===== src/rtl/mtp_bus_consts.svh =====
`ifndef MTP_BUS_CONSTS_SVH
`define MTP_BUS_CONSTS_SVH

// ----------------------------------------
// Bus widths and command codes
// ----------------------------------------
`define ADDR_W          21
`define DATA_W          16
`define UNLOCK1_ADDR    21'h000555
`define UNLOCK2_ADDR    21'h0002AA
`define UNLOCK1_DATA    16'h00AA
`define UNLOCK2_DATA    16'h0055
`define CMD_AUTOSEL     16'h0090
`define CMD_SECURE_IN   16'h0088
`define CMD_PROGRAM     16'h00A0
`define CMD_RESET       16'h00F0
`define CMD_SECURE_OUT  16'h0000
`define ASEL_MAKER_ADDR 21'h000000
`define ASEL_PART_ADDR  21'h000001
`define ASEL_LOCK_ADDR  21'h000003
`define LOCK_BIT_POS    7

// ----------------------------------------
// Timing (clk at 40 MHz)
// ----------------------------------------
`define CLK_PERIOD_NS   25
`define ACCESS_NS       120
`define SETUP_NS        50
`define PULSE_NS        50
`define RST_PULSE_NS    500
`define RST_RECOVER_NS  50
`define ACCESS_CYC      ((`ACCESS_NS + `CLK_PERIOD_NS - 1) / `CLK_PERIOD_NS)
`define SETUP_CYC       ((`SETUP_NS + `CLK_PERIOD_NS - 1) / `CLK_PERIOD_NS)
`define PULSE_CYC       ((`PULSE_NS + `CLK_PERIOD_NS - 1) / `CLK_PERIOD_NS)
`define RST_PULSE_CYC   ((`RST_PULSE_NS + `CLK_PERIOD_NS - 1) / `CLK_PERIOD_NS)
`define RST_RECOVER_CYC ((`RST_RECOVER_NS + `CLK_PERIOD_NS - 1) / `CLK_PERIOD_NS)
`define CNT_W           6

`endif


===== src/rtl/mtp_bus_pkg.sv =====
package mtp_bus_pkg;

  typedef enum logic [2:0] {
    OP_READ    = 3'h0,
    OP_WRITE   = 3'h1,
    OP_AUTOSEL = 3'h2,
    OP_SEC_IN  = 3'h3,
    OP_SEC_OUT = 3'h4,
    OP_RESET   = 3'h5,
    OP_HWRST   = 3'h6,
    OP_PROGRAM = 3'h7
  } op_t;

  typedef struct packed {
    op_t         op;
    logic [20:0] addr;
    logic [15:0] data;
  } req_t;

  typedef struct packed {
    logic        ce_n;
    logic        oe_n;
    logic        we_n;
    logic        reset_n;
    logic        id_high_voltage_level;
  } ctl_t;

  typedef enum logic [8:0] {
    ST_IDLE   = 9'h001,
    ST_SETUP  = 9'h002,
    ST_STROBE = 9'h004,
    ST_HOLD   = 9'h008,
    ST_RDWAIT = 9'h010,
    ST_RDCAP  = 9'h020,
    ST_RSTLOW = 9'h040,
    ST_RSTREC = 9'h080,
    ST_NEXT   = 9'h100
  } state_t;

endpackage


===== src/rtl/mtp_bus_host.sv =====
`timescale 1ns/1ps
`include "mtp_bus_consts.svh"
`default_nettype none

// Summary of operation
// - Read: select and output gate low, write strobe high, address held valid.
// - Write: strobe and select low, output gate held high.
// - Host raises reissue_needed when a hardware reset follows a program; it does not reissue it.
// - Maker or part code is read through autoselect, address bit 0 picking which.
// - Region entry is two unlock writes then the entry command.
module mtp_bus_host (
  input  wire logic                clk,
  input  wire logic                sys_rst,
  input  wire mtp_bus_pkg::req_t   req,
  input  wire logic                req_valid,
  output logic                     req_ready,
  output logic [15:0]              rsp_data,
  output logic                     rsp_valid,
  output logic                     reissue_needed,
  output logic                     secure_mapped,
  output mtp_bus_pkg::ctl_t        ctl,
  output logic [20:0]              addr,
  output logic [15:0]              dq_out,
  output logic                     dq_oe,
  input  wire logic [15:0]         dq_in
);

  // ----------------------------------------
  // Registers
  // ----------------------------------------
  mtp_bus_pkg::state_t state_ff;
  mtp_bus_pkg::state_t nxt_state;
  mtp_bus_pkg::req_t   cur_ff;
  logic [`CNT_W-1:0]   cnt_ff;
  logic [`CNT_W-1:0]   nxt_cnt;
  logic [1:0]          step_ff;
  logic [1:0]          nxt_step;
  logic [15:0]         rdata_ff;
  logic                rvalid_ff;
  logic                reissue_ff;
  logic                secure_ff;
  logic                prog_ff;
  // Pin input passes three stages; change counts once stages two and three agree
  logic [15:0]         dq_s1_ff;
  logic [15:0]         dq_s2_ff;
  logic [15:0]         dq_s3_ff;
  logic [15:0]         dq_stable_ff;

  function automatic logic [`CNT_W-1:0] cyc(input int n);
    cyc = (n < 1) ? `CNT_W'(1) : `CNT_W'(n);
  endfunction

  // ----------------------------------------
  // Sequence decode
  // ----------------------------------------
  // Index of the last bus cycle per operation; each starts unlock1, unlock2, command
  wire       is_cmd    = (cur_ff.op == mtp_bus_pkg::OP_AUTOSEL) || (cur_ff.op == mtp_bus_pkg::OP_SEC_IN) ||
                         (cur_ff.op == mtp_bus_pkg::OP_SEC_OUT) || (cur_ff.op == mtp_bus_pkg::OP_PROGRAM);
  wire       is_rd     = (cur_ff.op == mtp_bus_pkg::OP_READ);
  wire [1:0] last_step = (cur_ff.op == mtp_bus_pkg::OP_SEC_IN) ? 2'h2 : 2'h3;

  wire [20:0] seq_addr = (step_ff == 2'h0) ? `UNLOCK1_ADDR :
                         (step_ff == 2'h1) ? `UNLOCK2_ADDR :
                         (step_ff == 2'h2) ? `UNLOCK1_ADDR : cur_ff.addr;
  wire [15:0] cmd_code = (cur_ff.op == mtp_bus_pkg::OP_AUTOSEL) ? `CMD_AUTOSEL :
                         (cur_ff.op == mtp_bus_pkg::OP_SEC_IN)  ? `CMD_SECURE_IN :
                         (cur_ff.op == mtp_bus_pkg::OP_SEC_OUT) ? `CMD_AUTOSEL : `CMD_PROGRAM;
  wire [15:0] last_dat = (cur_ff.op == mtp_bus_pkg::OP_SEC_OUT) ? `CMD_SECURE_OUT : cur_ff.data;
  wire [15:0] seq_data = (step_ff == 2'h0) ? `UNLOCK1_DATA :
                         (step_ff == 2'h1) ? `UNLOCK2_DATA :
                         (step_ff == 2'h2) ? cmd_code : last_dat;
  // Autoselect fourth cycle is a read of the code address
  wire        asel_rd  = (cur_ff.op == mtp_bus_pkg::OP_AUTOSEL) && (step_ff == 2'h3);
  wire [15:0] wdata    = (cur_ff.op == mtp_bus_pkg::OP_RESET) ? `CMD_RESET :
                         is_cmd ? seq_data : cur_ff.data;
  wire [20:0] waddr    = is_cmd ? seq_addr : cur_ff.addr;
  wire        rd_phase = is_rd || asel_rd;
  wire        dq_same  = (dq_s2_ff == dq_s3_ff);

  // ----------------------------------------
  // Control state machine
  // ----------------------------------------
  always_comb begin
    nxt_state = state_ff;
    nxt_cnt   = (cnt_ff != `CNT_W'(0)) ? cnt_ff - `CNT_W'(1) : cnt_ff;
    nxt_step  = step_ff;
    case (state_ff)
      mtp_bus_pkg::ST_IDLE: begin
        nxt_step = 2'h0;
        if (req_valid) begin
          nxt_state = (req.op == mtp_bus_pkg::OP_HWRST) ? mtp_bus_pkg::ST_RSTLOW : mtp_bus_pkg::ST_SETUP;
          nxt_cnt   = (req.op == mtp_bus_pkg::OP_HWRST) ? cyc(`RST_PULSE_CYC) : cyc(`SETUP_CYC);
        end
      end
      mtp_bus_pkg::ST_SETUP: begin
        if (cnt_ff == `CNT_W'(1)) begin
          nxt_state = rd_phase ? mtp_bus_pkg::ST_RDWAIT : mtp_bus_pkg::ST_STROBE;
          nxt_cnt   = rd_phase ? cyc(`ACCESS_CYC + 3) : cyc(`PULSE_CYC);
        end
      end
      mtp_bus_pkg::ST_STROBE: begin
        if (cnt_ff == `CNT_W'(1)) begin
          nxt_state = mtp_bus_pkg::ST_HOLD;
          nxt_cnt   = cyc(`PULSE_CYC);
        end
      end
      mtp_bus_pkg::ST_HOLD: begin
        if (cnt_ff == `CNT_W'(1)) begin
          nxt_state = (is_cmd && (step_ff != last_step)) ? mtp_bus_pkg::ST_NEXT : mtp_bus_pkg::ST_IDLE;
        end
      end
      mtp_bus_pkg::ST_NEXT: begin
        nxt_step  = step_ff + 2'h1;
        nxt_state = mtp_bus_pkg::ST_SETUP;
        nxt_cnt   = cyc(`SETUP_CYC);
      end
      mtp_bus_pkg::ST_RDWAIT: begin
        // Counter parks at zero, so a slow device keeps the wait open until data settles
        if ((cnt_ff <= `CNT_W'(1)) && dq_same) begin
          nxt_state = mtp_bus_pkg::ST_RDCAP;
        end
      end
      mtp_bus_pkg::ST_RDCAP: begin
        nxt_state = mtp_bus_pkg::ST_IDLE;
      end
      mtp_bus_pkg::ST_RSTLOW: begin
        if (cnt_ff == `CNT_W'(1)) begin
          nxt_state = mtp_bus_pkg::ST_RSTREC;
          nxt_cnt   = cyc(`RST_RECOVER_CYC);
        end
      end
      mtp_bus_pkg::ST_RSTREC: begin
        if (cnt_ff == `CNT_W'(1)) begin
          nxt_state = mtp_bus_pkg::ST_IDLE;
        end
      end
      default: begin
        nxt_state = mtp_bus_pkg::ST_IDLE;
      end
    endcase
  end

  wire take   = (state_ff == mtp_bus_pkg::ST_IDLE) && req_valid;
  wire rd_cap = (state_ff == mtp_bus_pkg::ST_RDCAP);
  wire wr_end = (state_ff == mtp_bus_pkg::ST_HOLD) && (cnt_ff == `CNT_W'(1)) &&
                !(is_cmd && (step_ff != last_step));
  wire rst_end = (state_ff == mtp_bus_pkg::ST_RSTLOW) && (cnt_ff == `CNT_W'(1));

  always_ff @(posedge clk) begin
    if (sys_rst) begin
      state_ff <= mtp_bus_pkg::ST_IDLE;
      cnt_ff   <= `CNT_W'(0);
      step_ff  <= 2'h0;
      cur_ff   <= '0;
    end else begin
      state_ff <= nxt_state;
      cnt_ff   <= nxt_cnt;
      step_ff  <= nxt_step;
      if (take) begin
        cur_ff <= req;
      end
    end
  end

  // ----------------------------------------
  // Data capture and tracking flags
  // ----------------------------------------
  always_ff @(posedge clk) begin
    if (sys_rst) begin
      dq_s1_ff     <= 16'h0000;
      dq_s2_ff     <= 16'h0000;
      dq_s3_ff     <= 16'h0000;
      dq_stable_ff <= 16'h0000;
    end else begin
      dq_s1_ff <= dq_in;
      dq_s2_ff <= dq_s1_ff;
      dq_s3_ff <= dq_s2_ff;
      if (dq_same) begin
        dq_stable_ff <= dq_s3_ff;
      end
    end
  end

  always_ff @(posedge clk) begin
    if (sys_rst) begin
      rdata_ff   <= 16'h0000;
      rvalid_ff  <= 1'b0;
      reissue_ff <= 1'b0;
      secure_ff  <= 1'b0;
      prog_ff    <= 1'b0;
    end else begin
      rvalid_ff <= rd_cap;
      if (rd_cap) begin
        rdata_ff <= dq_stable_ff;
      end
      // A hardware reset cuts short any program in flight; flag it for resubmit
      if (rst_end) begin
        reissue_ff <= prog_ff;
        secure_ff  <= 1'b0;
        prog_ff    <= 1'b0;
      end else if (wr_end) begin
        if (cur_ff.op == mtp_bus_pkg::OP_SEC_IN) begin
          secure_ff <= 1'b1;
        end else if (cur_ff.op == mtp_bus_pkg::OP_SEC_OUT) begin
          secure_ff <= 1'b0;
        end
        prog_ff <= (cur_ff.op == mtp_bus_pkg::OP_PROGRAM);
      end else if (take && (req.op != mtp_bus_pkg::OP_HWRST)) begin
        reissue_ff <= 1'b0;
      end
    end
  end

  // ----------------------------------------
  // Pin drive
  // ----------------------------------------
  wire strobing = (state_ff == mtp_bus_pkg::ST_STROBE);
  wire active   = (state_ff != mtp_bus_pkg::ST_IDLE) && (state_ff != mtp_bus_pkg::ST_RSTLOW) &&
                  (state_ff != mtp_bus_pkg::ST_RSTREC) && (state_ff != mtp_bus_pkg::ST_NEXT);
  wire rd_pins  = active && rd_phase;
  wire wr_pins  = active && !rd_phase;

  // Select stays low through the strobe so the device latches on the strobe edges
  assign ctl.ce_n    = !active;
  assign ctl.oe_n    = !(rd_pins && (state_ff != mtp_bus_pkg::ST_SETUP));
  assign ctl.we_n    = !(wr_pins && strobing);
  assign ctl.reset_n = (state_ff != mtp_bus_pkg::ST_RSTLOW);
  // High-voltage identifier read is not produced by this controller
  assign ctl.id_high_voltage_level = 1'b0;
  assign addr        = active ? (rd_phase ? cur_ff.addr : waddr) : 21'h000000;
  assign dq_out      = wdata;
  assign dq_oe       = wr_pins;
  assign req_ready   = (state_ff == mtp_bus_pkg::ST_IDLE);
  assign rsp_data    = rdata_ff;
  assign rsp_valid   = rvalid_ff;
  assign reissue_needed = reissue_ff;
  assign secure_mapped  = secure_ff;

endmodule

`default_nettype wire


===== config.mk =====
export PLATFORM = sky130hd
export DESIGN_NAME = mtp_bus_host
export DESIGN_NICKNAME = d
export VERILOG_FILES = /design/src/rtl/mtp_bus_pkg.sv /design/src/rtl/mtp_bus_host.sv
export VERILOG_INCLUDE_DIRS = /design/src /design/src/rtl
export SDC_FILE = /design/constraint.sdc
export NUM_CORES = 1
export LEC_CHECK = 0
export ABC_AREA = 1
export BUFFER_PORTS_ARGS = -buffer_cell sky130_fd_sc_hd__buf_2
export CAP_MARGIN = 20
export CORE_MARGIN = 4
export CORE_UTILIZATION = 40
export CTS_CLUSTER_DIAMETER = 50
export DETAILED_ROUTE_END_ITERATION = 16
export GPL_TIMING_DRIVEN = 0
export SETUP_SLACK_MARGIN = 0.05
export SLEW_MARGIN = 15
export SYNTH_ARGS = -nofsm -noshare
export SYNTH_HDL_FRONTEND = slang
export SYNTH_SLANG_ARGS = --single-unit
export TNS_END_PERCENT = 20

===== constraint.sdc =====
create_clock -name clk -period 1.7 [get_ports clk]
set_input_delay 0.255 -clock clk [delete_from_list [all_inputs] [get_ports clk]]
set_output_delay 0.255 -clock clk [all_outputs]
set_load 0.05 [all_outputs]

==> results.md, run 1 <==
* GP Congestion at 0.866
* Avg Vias per Cell at 4.73
* Clock power share at 18.8%
* Initial antenna violation count at 0
* Initial drt markers at 325
* Filler cell count at 1274
* Most crowded layer after global routing: met2
* Comb pwr share at 59.5%
* Failing checks: setup timing
* Worst-Margin Slew at 0.519 ns
* Switch Pwr at 8.93 mW
* Per-cell routed wire length at 13.9 um
* Core Util, Final at 63.0%
* Cell Area, Synth at 6100 um2
* Tot Pwr at 19.6 mW
* Synth top area share at 46.3%
* Die Area at 17300 um2
* CP endpoint kind: output port
* Starting density of the core at 41.3%
* Clock Skew at 0.0105 ns
* Met3 usage at 4.40%
* DR vias at 5865
* Switching Share at 45.6%
* Synth unique cells at 34
* Mean Syn Cell Area at 7.10 um2
* Period utilisation layout at 132%
* Vias in the first global route at 5686
* # setup viols final at 43
* Max_slew headroom at 65.4%
* I/O pin total at 122
* Clock Latency Late Sink at 0.42 ns
* Hold crit path type: input pin to register
* Hold buffer count at cts at 0
* Status: finished with violations
* # clock sinks at 141
* Drt drc at 0
* Int Pwr at 10.7 mW
* Post-synthesis sequential area ratio at 46.3%
* Setup repair after global routing missed its margin: true
* FF+latch count, synth at 141
* Placed Area at 7480 um2
* Chip width at 131 um
* Layout Nets at 1110
* Reg clk slew, reported paths at 0.06 ns
* First-pass GRT wire length at 28200 um
* # port buffers at 119
* Num CTS Buffers at 17
* Required @ worst endpoint at 1.44 ns
* Core Footprint at 14800 um2
* Yosys warnings at 0
* Largest net degree at the start of global routing at 17
* Ys async rst share at 0%
* Final hold slack at 0.0304 ns
* Share of post-route cells with drive strength above 1 at 35.2%
* Htree depth at 4
* DP Worst Slack at -0.540 ns
* Max FO, Critical Path at 7
* Met2 usage at 31.9%
* Final Hold Violating Endpoints at 0
* Placed cells at 1162
* Post-synth net total at 925
* Syn-to-layout area delta at 52.5%
* Setup WS post-layout at -0.543 ns
* Seq pwr share at 21.7%
* Ant. Diodes at 0
* Final cell count without fillers at 1241
* GRT Util Overall at 19.8%
* Die height at 131 um
* Crit start category: register
* Final TNS setup at -20.10 ns
* Fmax at 0.446 GHz
* Post-DP HPWL at 11600 um
* Routed WL at 17200 um
* Maximum VDD drop at 1.31 mV
* Aggregate global routing overflow at 0
* Worst setup path category: register to output port
* Design area at 9300 um2
* Power density of the placed cells at 2110 nW/um2
* Most common cell after layout, fill and taps aside: inv_1
* Clock buffer depth at 2
* Arrival time worst endpoint at 1.99 ns
* Leak at 4.12 nW
* Met1 usage at 26.0%
* Number of synthesized flops with an enable pin at 0
* Maximum capacitance violations at 0
* CTS tree: yes
* Row cnt at 44
* Cells after synthesis at 859
* Final slew viol count at 0
* Top cells by area, synth: dfxtp_1 (46%), inv_1 (8.7%), nor2_1 (8.1%), nand2_1 (7.4%), a21oi_1 (6.5%)
* Root buf cell: clkbuf_16
* Most frequent cells in the layout: inv_1 (128), dfxtp_1 (127), nor2_1 (124)
* DRT Pass-1 Iters at 5
* Yosys top cell by area: dfxtp_1
* Final min period at 2.24 ns
* Final ANT Viol Nets at 0
* Main synth FF type: dfxtp_1
cell families after synthesis:
| logic type | Yosys count | synth area share, % |
|---|---|---|
| compound gates | 171 | 14.4 |
| xor+xnor | 3 | 0.431 |
| fa+ha+maj | 7 | 1.44 |
| buf+inv | 184 | 11.8 |
| flops | 141 | 46.3 |
| other cells | 1 | 0.0615 |
| simple gates | 352 | 25.6 |
per-layer routing:
metal / part of all wire (%) / routed length, um
met1: 45 / 7820
met2: 48 / 8330
met3: 3.9 / 677
met4: 2.2 / 374
met5: 0 / 0
flip-flops by register name, indices dropped and copies added, names as in the netlist:
signal / cells
step_ff: 2
cnt_ff: 6
prog_ff: 1
rsp_data: 16
rsp_valid: 1
dq_s1_ff: 16
reissue_needed: 1
dq_s3_ff: 16
state_ff: 9
cur_ff: 40
secure_mapped: 1
dq_stable_ff: 16
dq_s2_ff: 16
power groups by stage:
stage	clock network [mW]	registers (mW)	logic, mW
2_1_floorplan	0	4.18	6.94
3_5_place_dp	0	4.24	8.56
3_3_place_gp	0	4.23	8.54
4_1_cts	3.76	4.23	10.9
5_1_grt	3.90	4.31	12.4
6_report	3.68	4.26	11.7
critical path, stage by stage (launching register included):
cell and delay, ns:
dfxtp_4 0.40, inv_4 0.06, nand3_4 0.09, nand2_4 0.06, nor2_4 0.11, nand2_4 0.10
nand2_4 0.11, inv_6 0.06, nand2_8 0.08, buf_12 0.14, nand2_4 0.06, a21oi_4 0.13
buf_6 0.17
cell type report:
class	count	area, um2	area share [%]
tap	184	230	2.48
timing repair buffer	166	1380	14.8
clock inverter	12	135	1.45
buffer	32	239	2.57
clock buffer	20	457	4.91
multi-input combinational	534	3390	36.5
sequential	141	2860	30.7
inverter	152	613	6.59
cells in the mapped netlist (7+ instances only):
cell type	instances
dfxtp_1	141
inv_1	141
nor2_1	132
nand2_1	120
a21oi_1	79
o21ai_0	59
nand3_1	29
nor3_1	26
o21ai_1	25
nand2_2	16
buf_2	12
inv_2	11
clkbuf_1	10
nand4_1	8
buf_1	7
ha_1	7
what timing repair did:
action                                  CTS  global route
pin swaps                                21            31
endpoints found under the setup margin  100           126
cloned                                    2             1
setup buffers                            32            12
resized for setup                       153            73
path summary, 6_finish.rpt:
path,startpoint,end,slack [ns],cells after the start
max,cur_ff[38],addr[1],-0.54,12
min,dq_in[12],dq_s1_ff[12],0.03,3
max reg2reg,state_ff[6],cur_ff[4],0.01,10
min reg2reg,dq_s1_ff[5],dq_s2_ff[5],0.40,2
No activity file was read; power rests on OpenSTA's default activity.
==> run 2, diff against run 1 <==
CTS_BUF_LIST = sky130_fd_sc_hd__clkbuf_4 sky130_fd_sc_hd__clkbuf_8   (was unset)
==> run 2 against run 1 <==
Maximum frequency shrank 2.7%. Critical endpoint is now dq_out[3]. Register-to-register slack lost 0.07 ns. The flow still finishes with violations (setup timing). First-iteration DRC count shrank 17%. Clock skew grew 0.00067 ns. Die area is the same. Non-clock buffer count grew 11. Largest power group unchanged.
==> results.md, run 2 (synthesis results as in run 1) <==
* Biggest register: cur_ff
* Max_slew headroom at 62.5%
* Placed cells at 1162
* Largest net degree at the start of global routing at 17
* Layout Nets at 1121
* CP endpoint kind: output port
* # clock sinks at 141
* Num CTS Buffers at 17
* Drt drc at 0
* Filler cell count at 1304
* Worst-Margin Slew at 0.563 ns
* Row cnt at 44
* I/O pin total at 122
* Setup WS post-layout at -0.604 ns
* Die Area at 17300 um2
* Chip width at 131 um
* Final cell count without fillers at 1252
* Most common cell after layout, fill and taps aside: inv_1
* Failing checks: setup timing
* Final Hold Violating Endpoints at 0
* Fmax at 0.434 GHz
* Final min period at 2.30 ns
* Ant. Diodes at 0
* Hold crit path type: input pin to register
* Max reg flops at 40
* Post-DP HPWL at 11600 um
* Clock buffer depth at 2
* DR vias at 5957
* Tot Pwr at 18.8 mW
* WP buf/inv at 4
* CP max-delay cell: dfxtp_4
* # port buffers at 119
* Leak at 4.06 nW
* CP dominant cell by count: buf_4
* Aggregate global routing overflow at 0
* Die height at 131 um
* Setup repair after global routing missed its margin: true
* Worst-path cell chain: inv_4, nand3_4, buf_4, buf_4, o21ai_0, nand2_1, a211oi_4, buf_6
* Reg2reg path depth at 13
* Crit-path max cell delay at 0.38 ns
* Area occupied by multi-input gates at 3380 um2
* Htree depth at 4
* Worst setup path category: register to output port
* Root buf cell: clkbuf_8
* RR Endpoint: cnt_ff[0]
* Initial drt markers at 270
* Period utilisation layout at 136%
* Status: finished with violations
* Vias in the first global route at 5642
* Clock Latency Late Sink at 0.44 ns
* Required @ worst endpoint at 1.44 ns
* Most frequent cells in the layout: inv_1 (129), dfxtp_1 (126), nor2_1 (125)
* GP Congestion at 0.866
* Share of post-route cells with drive strength above 1 at 34.7%
* Power density of the placed cells at 2040 nW/um2
* WHS Endpoint: cur_ff[12]
* DRT Pass-1 Iters at 5
* Crit start category: register
* Starting density of the core at 41.3%
* Routed WL at 17000 um
* Maximum VDD drop at 1.04 mV
* CTS tree: yes
* Final ANT Viol Nets at 0
* Reg clk slew, reported paths at 0.08 ns
* First-pass GRT wire length at 28100 um
* Core Footprint at 14800 um2
* Final slew viol count at 0
* GRT Util Overall at 19.7%
* Per-cell routed wire length at 13.6 um
* Arrival time worst endpoint at 2.05 ns
* Delay-heaviest family, CP: buffers and inverters
* Avg Vias per Cell at 4.76
* Reg2reg start: state_ff[6]
* Initial antenna violation count at 0
* Hold path start: req[12]
* Maximum capacitance violations at 0
* Sequential Area at 2860 um2
* Clock Skew at 0.0112 ns
* Max FO, Critical Path at 4
* R2R setup slack at -0.06 ns
* # setup viols final at 51
* Worst Hold Path Cells at 3
* Syn-to-layout area delta at 51.2%
run 2: cell count changes in the layout (fill, tap and decap cells not counted), sizes merged:
cell / delta
dlygate4sd3: +16
inv: -1
buf: -5
clkinv: +1
run 2: cell type report:
cell class	count	area share [%]
Buffer	31	2.21
Clock buffer	20	2.92
Clock inverter	12	1.47
Inverter	152	6.84
Multi-Input combinational cell	534	36.7
Sequential cell	141	31.0
Tap cell	184	2.50
Timing Repair Buffer	178	16.4
run 2: worst min-delay path: stages:
cell     delay [ns]
buf_2          0.07
o21ai_1        0.06
a21oi_1        0.09
run 2: timing repair:
item,CTS,global route
setup endpoints to repair,100,125
gates resized for setup,169,82
buffers inserted,27,15
hold buffers,16,0
hold endpoints to repair,16,0
pin swaps,22,41
cloned,2,1
run 2: worst max path at each step:
stage	endpoint	start	cells past startpoint
2_1_floorplan	addr[13]	state_ff[4]	9
3_3_place_gp	addr[14]	step_ff[1]	6
3_5_place_dp	addr[14]	step_ff[1]	6
4_1_cts	addr[1]	cur_ff[37]	12
5_1_grt	addr[5]	cur_ff[39]	12
6_report	dq_out[3]	cur_ff[39]	8
run 2: report_power, final:
group | internal, mW | switching (mW)
sequential | 3.90 | 0.351
combinational | 4.66 | 7.20
clock | 1.40 | 1.32
total | 9.96 | 8.87
run 2: metal layers:
metal,track usage (%),wire (um)
met5,0,0
met4,7.23,407
met3,3.98,855
met2,31.7,7960
met1,26.3,7760
run 2: metrics by stage:
stage	utilization, %	instance area [um2]	hold slack (ns)	setup TNS (ns)	worst slack (ns)
6_report	62.5	9220	0.0701	-21.76	-0.604
5_1_grt	62.5	9220	0.0614	-27.66	-0.667
4_1_cts	60.4	8920	0.0472	-21.92	-0.583
3_5_place_dp	50.7	7480	0.392	-19.80	-0.540
3_3_place_gp	50.7	7480	0.391	-20.22	-0.560
2_1_floorplan	-	6660	0.362	-4.02	-0.196
==> run 3, diff against run 2 <==
ABC_AREA = 0   (was 1)
CORE_UTILIZATION = 49   (was 40)
PLACE_DENSITY = 0.72   (was unset)
==> run 3 against run 2 <==
The flow still finishes with violations (setup timing). Sequential power decreased by 9.2%. Synthesized cell count is 17% lower. Total power down 33%. First-iteration DRC count is 30% higher. Synthesized area fell by 0.94%. Clock power down 7.4%. Via count shrank 6.6%. Non-clock buffer count is 9 lower. Highest routed layer unchanged. Maximum frequency down 4.5%. Die area decreased by 18%. Global-route usage increased by 2.4 points.
==> results.md, run 3 <==
* Status: finished with violations
* Failing checks: setup timing
* Seq pwr share at 30.7%
* Routed WL at 16100 um
* Switching Share at 41.3%
* Most common cell after layout, fill and taps aside: dfxtp_1
* Post-synthesis sequential area ratio at 46.7%
* # setup viols final at 121
* GP Congestion at 0.889
* Crit start category: register
* GRT Util Overall at 22.1%
* Required @ worst endpoint at 1.44 ns
* I/O pin total at 122
* Clock Skew at 0.00837 ns
* # clock sinks at 141
* Filler cell count at 867
* Max reg flops at 40
* Chip width at 119 um
* Most frequent cells in the layout: dfxtp_1 (124), nand2_1 (100), buf_2 (80)
* Synth cell count leaders: dfxtp_1 (141), nand2_1 (109), nor2_1 (78)
* Maximum VDD drop at 0.718 mV
* Initial drt markers at 352
* Final hold slack at 0.0226 ns
* Main synth FF type: dfxtp_1
* Initial antenna violation count at 0
* Reg2reg start: state_ff[3]
* FF+latch count, synth at 141
* Cell Area, Synth at 6040 um2
* CTS tree: yes
* Clock Latency Late Sink at 0.44 ns
* Die Area at 14200 um2
* Hold crit path type: input pin to register
* Max FO, Critical Path at 10
* Power density of the placed cells at 1450 nW/um2
* Final Hold Violating Endpoints at 0
* Share of post-route cells with drive strength above 1 at 37.9%
* CP endpoint: addr[18]
* Area occupied by multi-input gates at 3590 um2
* Worst-Margin Slew at 0.607 ns
* Die height at 119 um
* Yosys top cell by area: dfxtp_1
* Met1 usage at 26.9%
* Fmax at 0.414 GHz
* Starting density of the core at 50.1%
* Arrival time worst endpoint at 2.16 ns
* Biggest register: cur_ff
* Setup repair after global routing missed its margin: true
* Core Util, Final at 72.3%
* Switch Pwr at 5.20 mW
* Placed Area at 7240 um2
* Top cells by area, synth: dfxtp_1 (47%), nand2_1 (6.8%), mux2i_1 (6.0%), a21oi_1 (5.7%), nor2b_1 (5.4%)
* Vias in the first global route at 5320
* Aggregate global routing overflow at 0
* Layout Nets at 950
* Ant. Diodes at 0
* Post-DP HPWL at 11500 um
* Row cnt at 40
* Drt drc at 0
* Most crowded layer after global routing: met2
* Clock buffer depth at 2
* DR vias at 5563
* Post-synth net total at 777
* Setup WS post-layout at -0.714 ns
* Clock power share at 20.0%
* Most common cell in the netlist: dfxtp_1
* Per-cell routed wire length at 15.1 um
* Met3 usage at 5.89%
* Maximum capacitance violations at 0
* Htree depth at 4
* Design area at 8720 um2
* Final slew viol count at 0
* Period utilisation layout at 142%
* R2R setup slack at -0.61 ns
* Yosys warnings at 0
* Root buf cell: clkbuf_8
* # port buffers at 120
* Number of synthesized flops with an enable pin at 0
* Int Pwr at 7.41 mW
* Cells after synthesis at 711
* Syn-to-layout area delta at 44.4%
* Max_slew headroom at 59.5%
* Core Footprint at 12100 um2
* Worst setup path category: register to output port
* Largest net degree at the start of global routing at 17
* Comb pwr share at 49.4%
* Reg2reg path depth at 7
* Num CTS Buffers at 17
* Final ANT Viol Nets at 0
* Synth top area share at 46.7%
* First-pass GRT wire length at 25600 um
* Sequential Area at 2850 um2
* Synth unique cells at 61
* Reg clk slew, reported paths at 0.08 ns
* Mean Syn Cell Area at 8.49 um2
* Ys async rst share at 0%
* Final min period at 2.41 ns
* Leak at 3.59 nW
* Met2 usage at 37.7%
* CP endpoint kind: output port
* Critical path origin: state_ff[7]
* Avg Vias per Cell at 5.22
* RR Endpoint: state_ff[1]
* Tot Pwr at 12.6 mW
* DRT Pass-1 Iters at 6
[run 3: area by class of cell]
class                           count  area share [%]
Inverter                            6           0.402
Clock buffer                       20            3.16
Tap cell                          168            2.41
Timing Repair Buffer              156            14.7
Multi-Input combinational cell    518            41.1
Clock inverter                     12            1.10
Buffer                             44            4.41
Sequential cell                   141            32.7
[run 3: worst min path at each step]
| stage | from | to | slack [ns] | cells after the start |
|---|---|---|---|---|
| final | dq_in[4] | dq_s1_ff[4] | 0.02 | 2 |
| after global routing | dq_in[11] | dq_s1_ff[11] | 0.002 | 2 |
| after CTS | dq_in[1] | dq_s1_ff[1] | 0.0008 | 2 |
| after detailed placement | dq_s1_ff[9] | dq_s2_ff[9] | 0.42 | 1 |
| after global placement | dq_s1_ff[2] | dq_s2_ff[2] | 0.42 | 1 |
| after floorplan | dq_in[0] | dq_s1_ff[0] | 0.38 | 1 |
[run 3: routing by layer]
layer / part of all wire [%] / up-vias
met5: 0 / -
met4: 1.9 / 0
met3: 5.8 / 27
met2: 50 / 209
met1: 43 / 2603
li1: - / 2724
[run 3: repair_timing]
item,CTS,global route
hold buffers,6,0
setup endpoints to repair,134,135
setup buffers,17,12
gates cloned,0,1
pin swaps,27,26
gates resized for setup,154,106
hold endpoints to repair,6,0
[run 3: worst max-delay path, stage by stage, from the launching register on]
cell	delay, ns
dfxtp_4	0.36
or3_4	0.37
mux2i_1	0.13
and3_1	0.20
clkbuf_16	0.17
a21oi_4	0.04
buf_12	0.14
and2_4	0.17
buf_8	0.14
[run 3: kinds of logic (layout without fill, tap and decap cells)]
group	Yosys count	after routing	share of synthesized area [%]
compound gates	126	126	11.9
xor+xnor	27	27	3.92
fa+ha+maj	7	7	1.45
buf+inv	52	238	3.58
flops	141	141	46.7
mux	37	37	6.15
other cells	1	1	0.0621
simple gates	320	320	26.2
[run 3: power by group through the flow]
stage | Combinational [mW] | Sequential, mW | Clock [mW]
final | 6.22 | 3.86 | 2.52
after global routing | 6.59 | 3.91 | 2.70
after CTS | 5.72 | 3.84 | 2.57
after detailed placement | 4.81 | 3.91 | 0
after global placement | 4.70 | 3.90 | 0
after floorplan | 3.85 | 3.85 | 0
[run 3: per-stage QoR]
stage | setup TNS [ns] | std cells | setup slack, ns
floorplan | -18.15 | 711 | -0.365
global route | -53.45 | 1065 | -0.783
detailed placement | -43.56 | 999 | -0.693
global placement | -39.52 | 999 | -0.677
CTS | -45.10 | 1052 | -0.755
finish | -41.69 | 1065 | -0.714
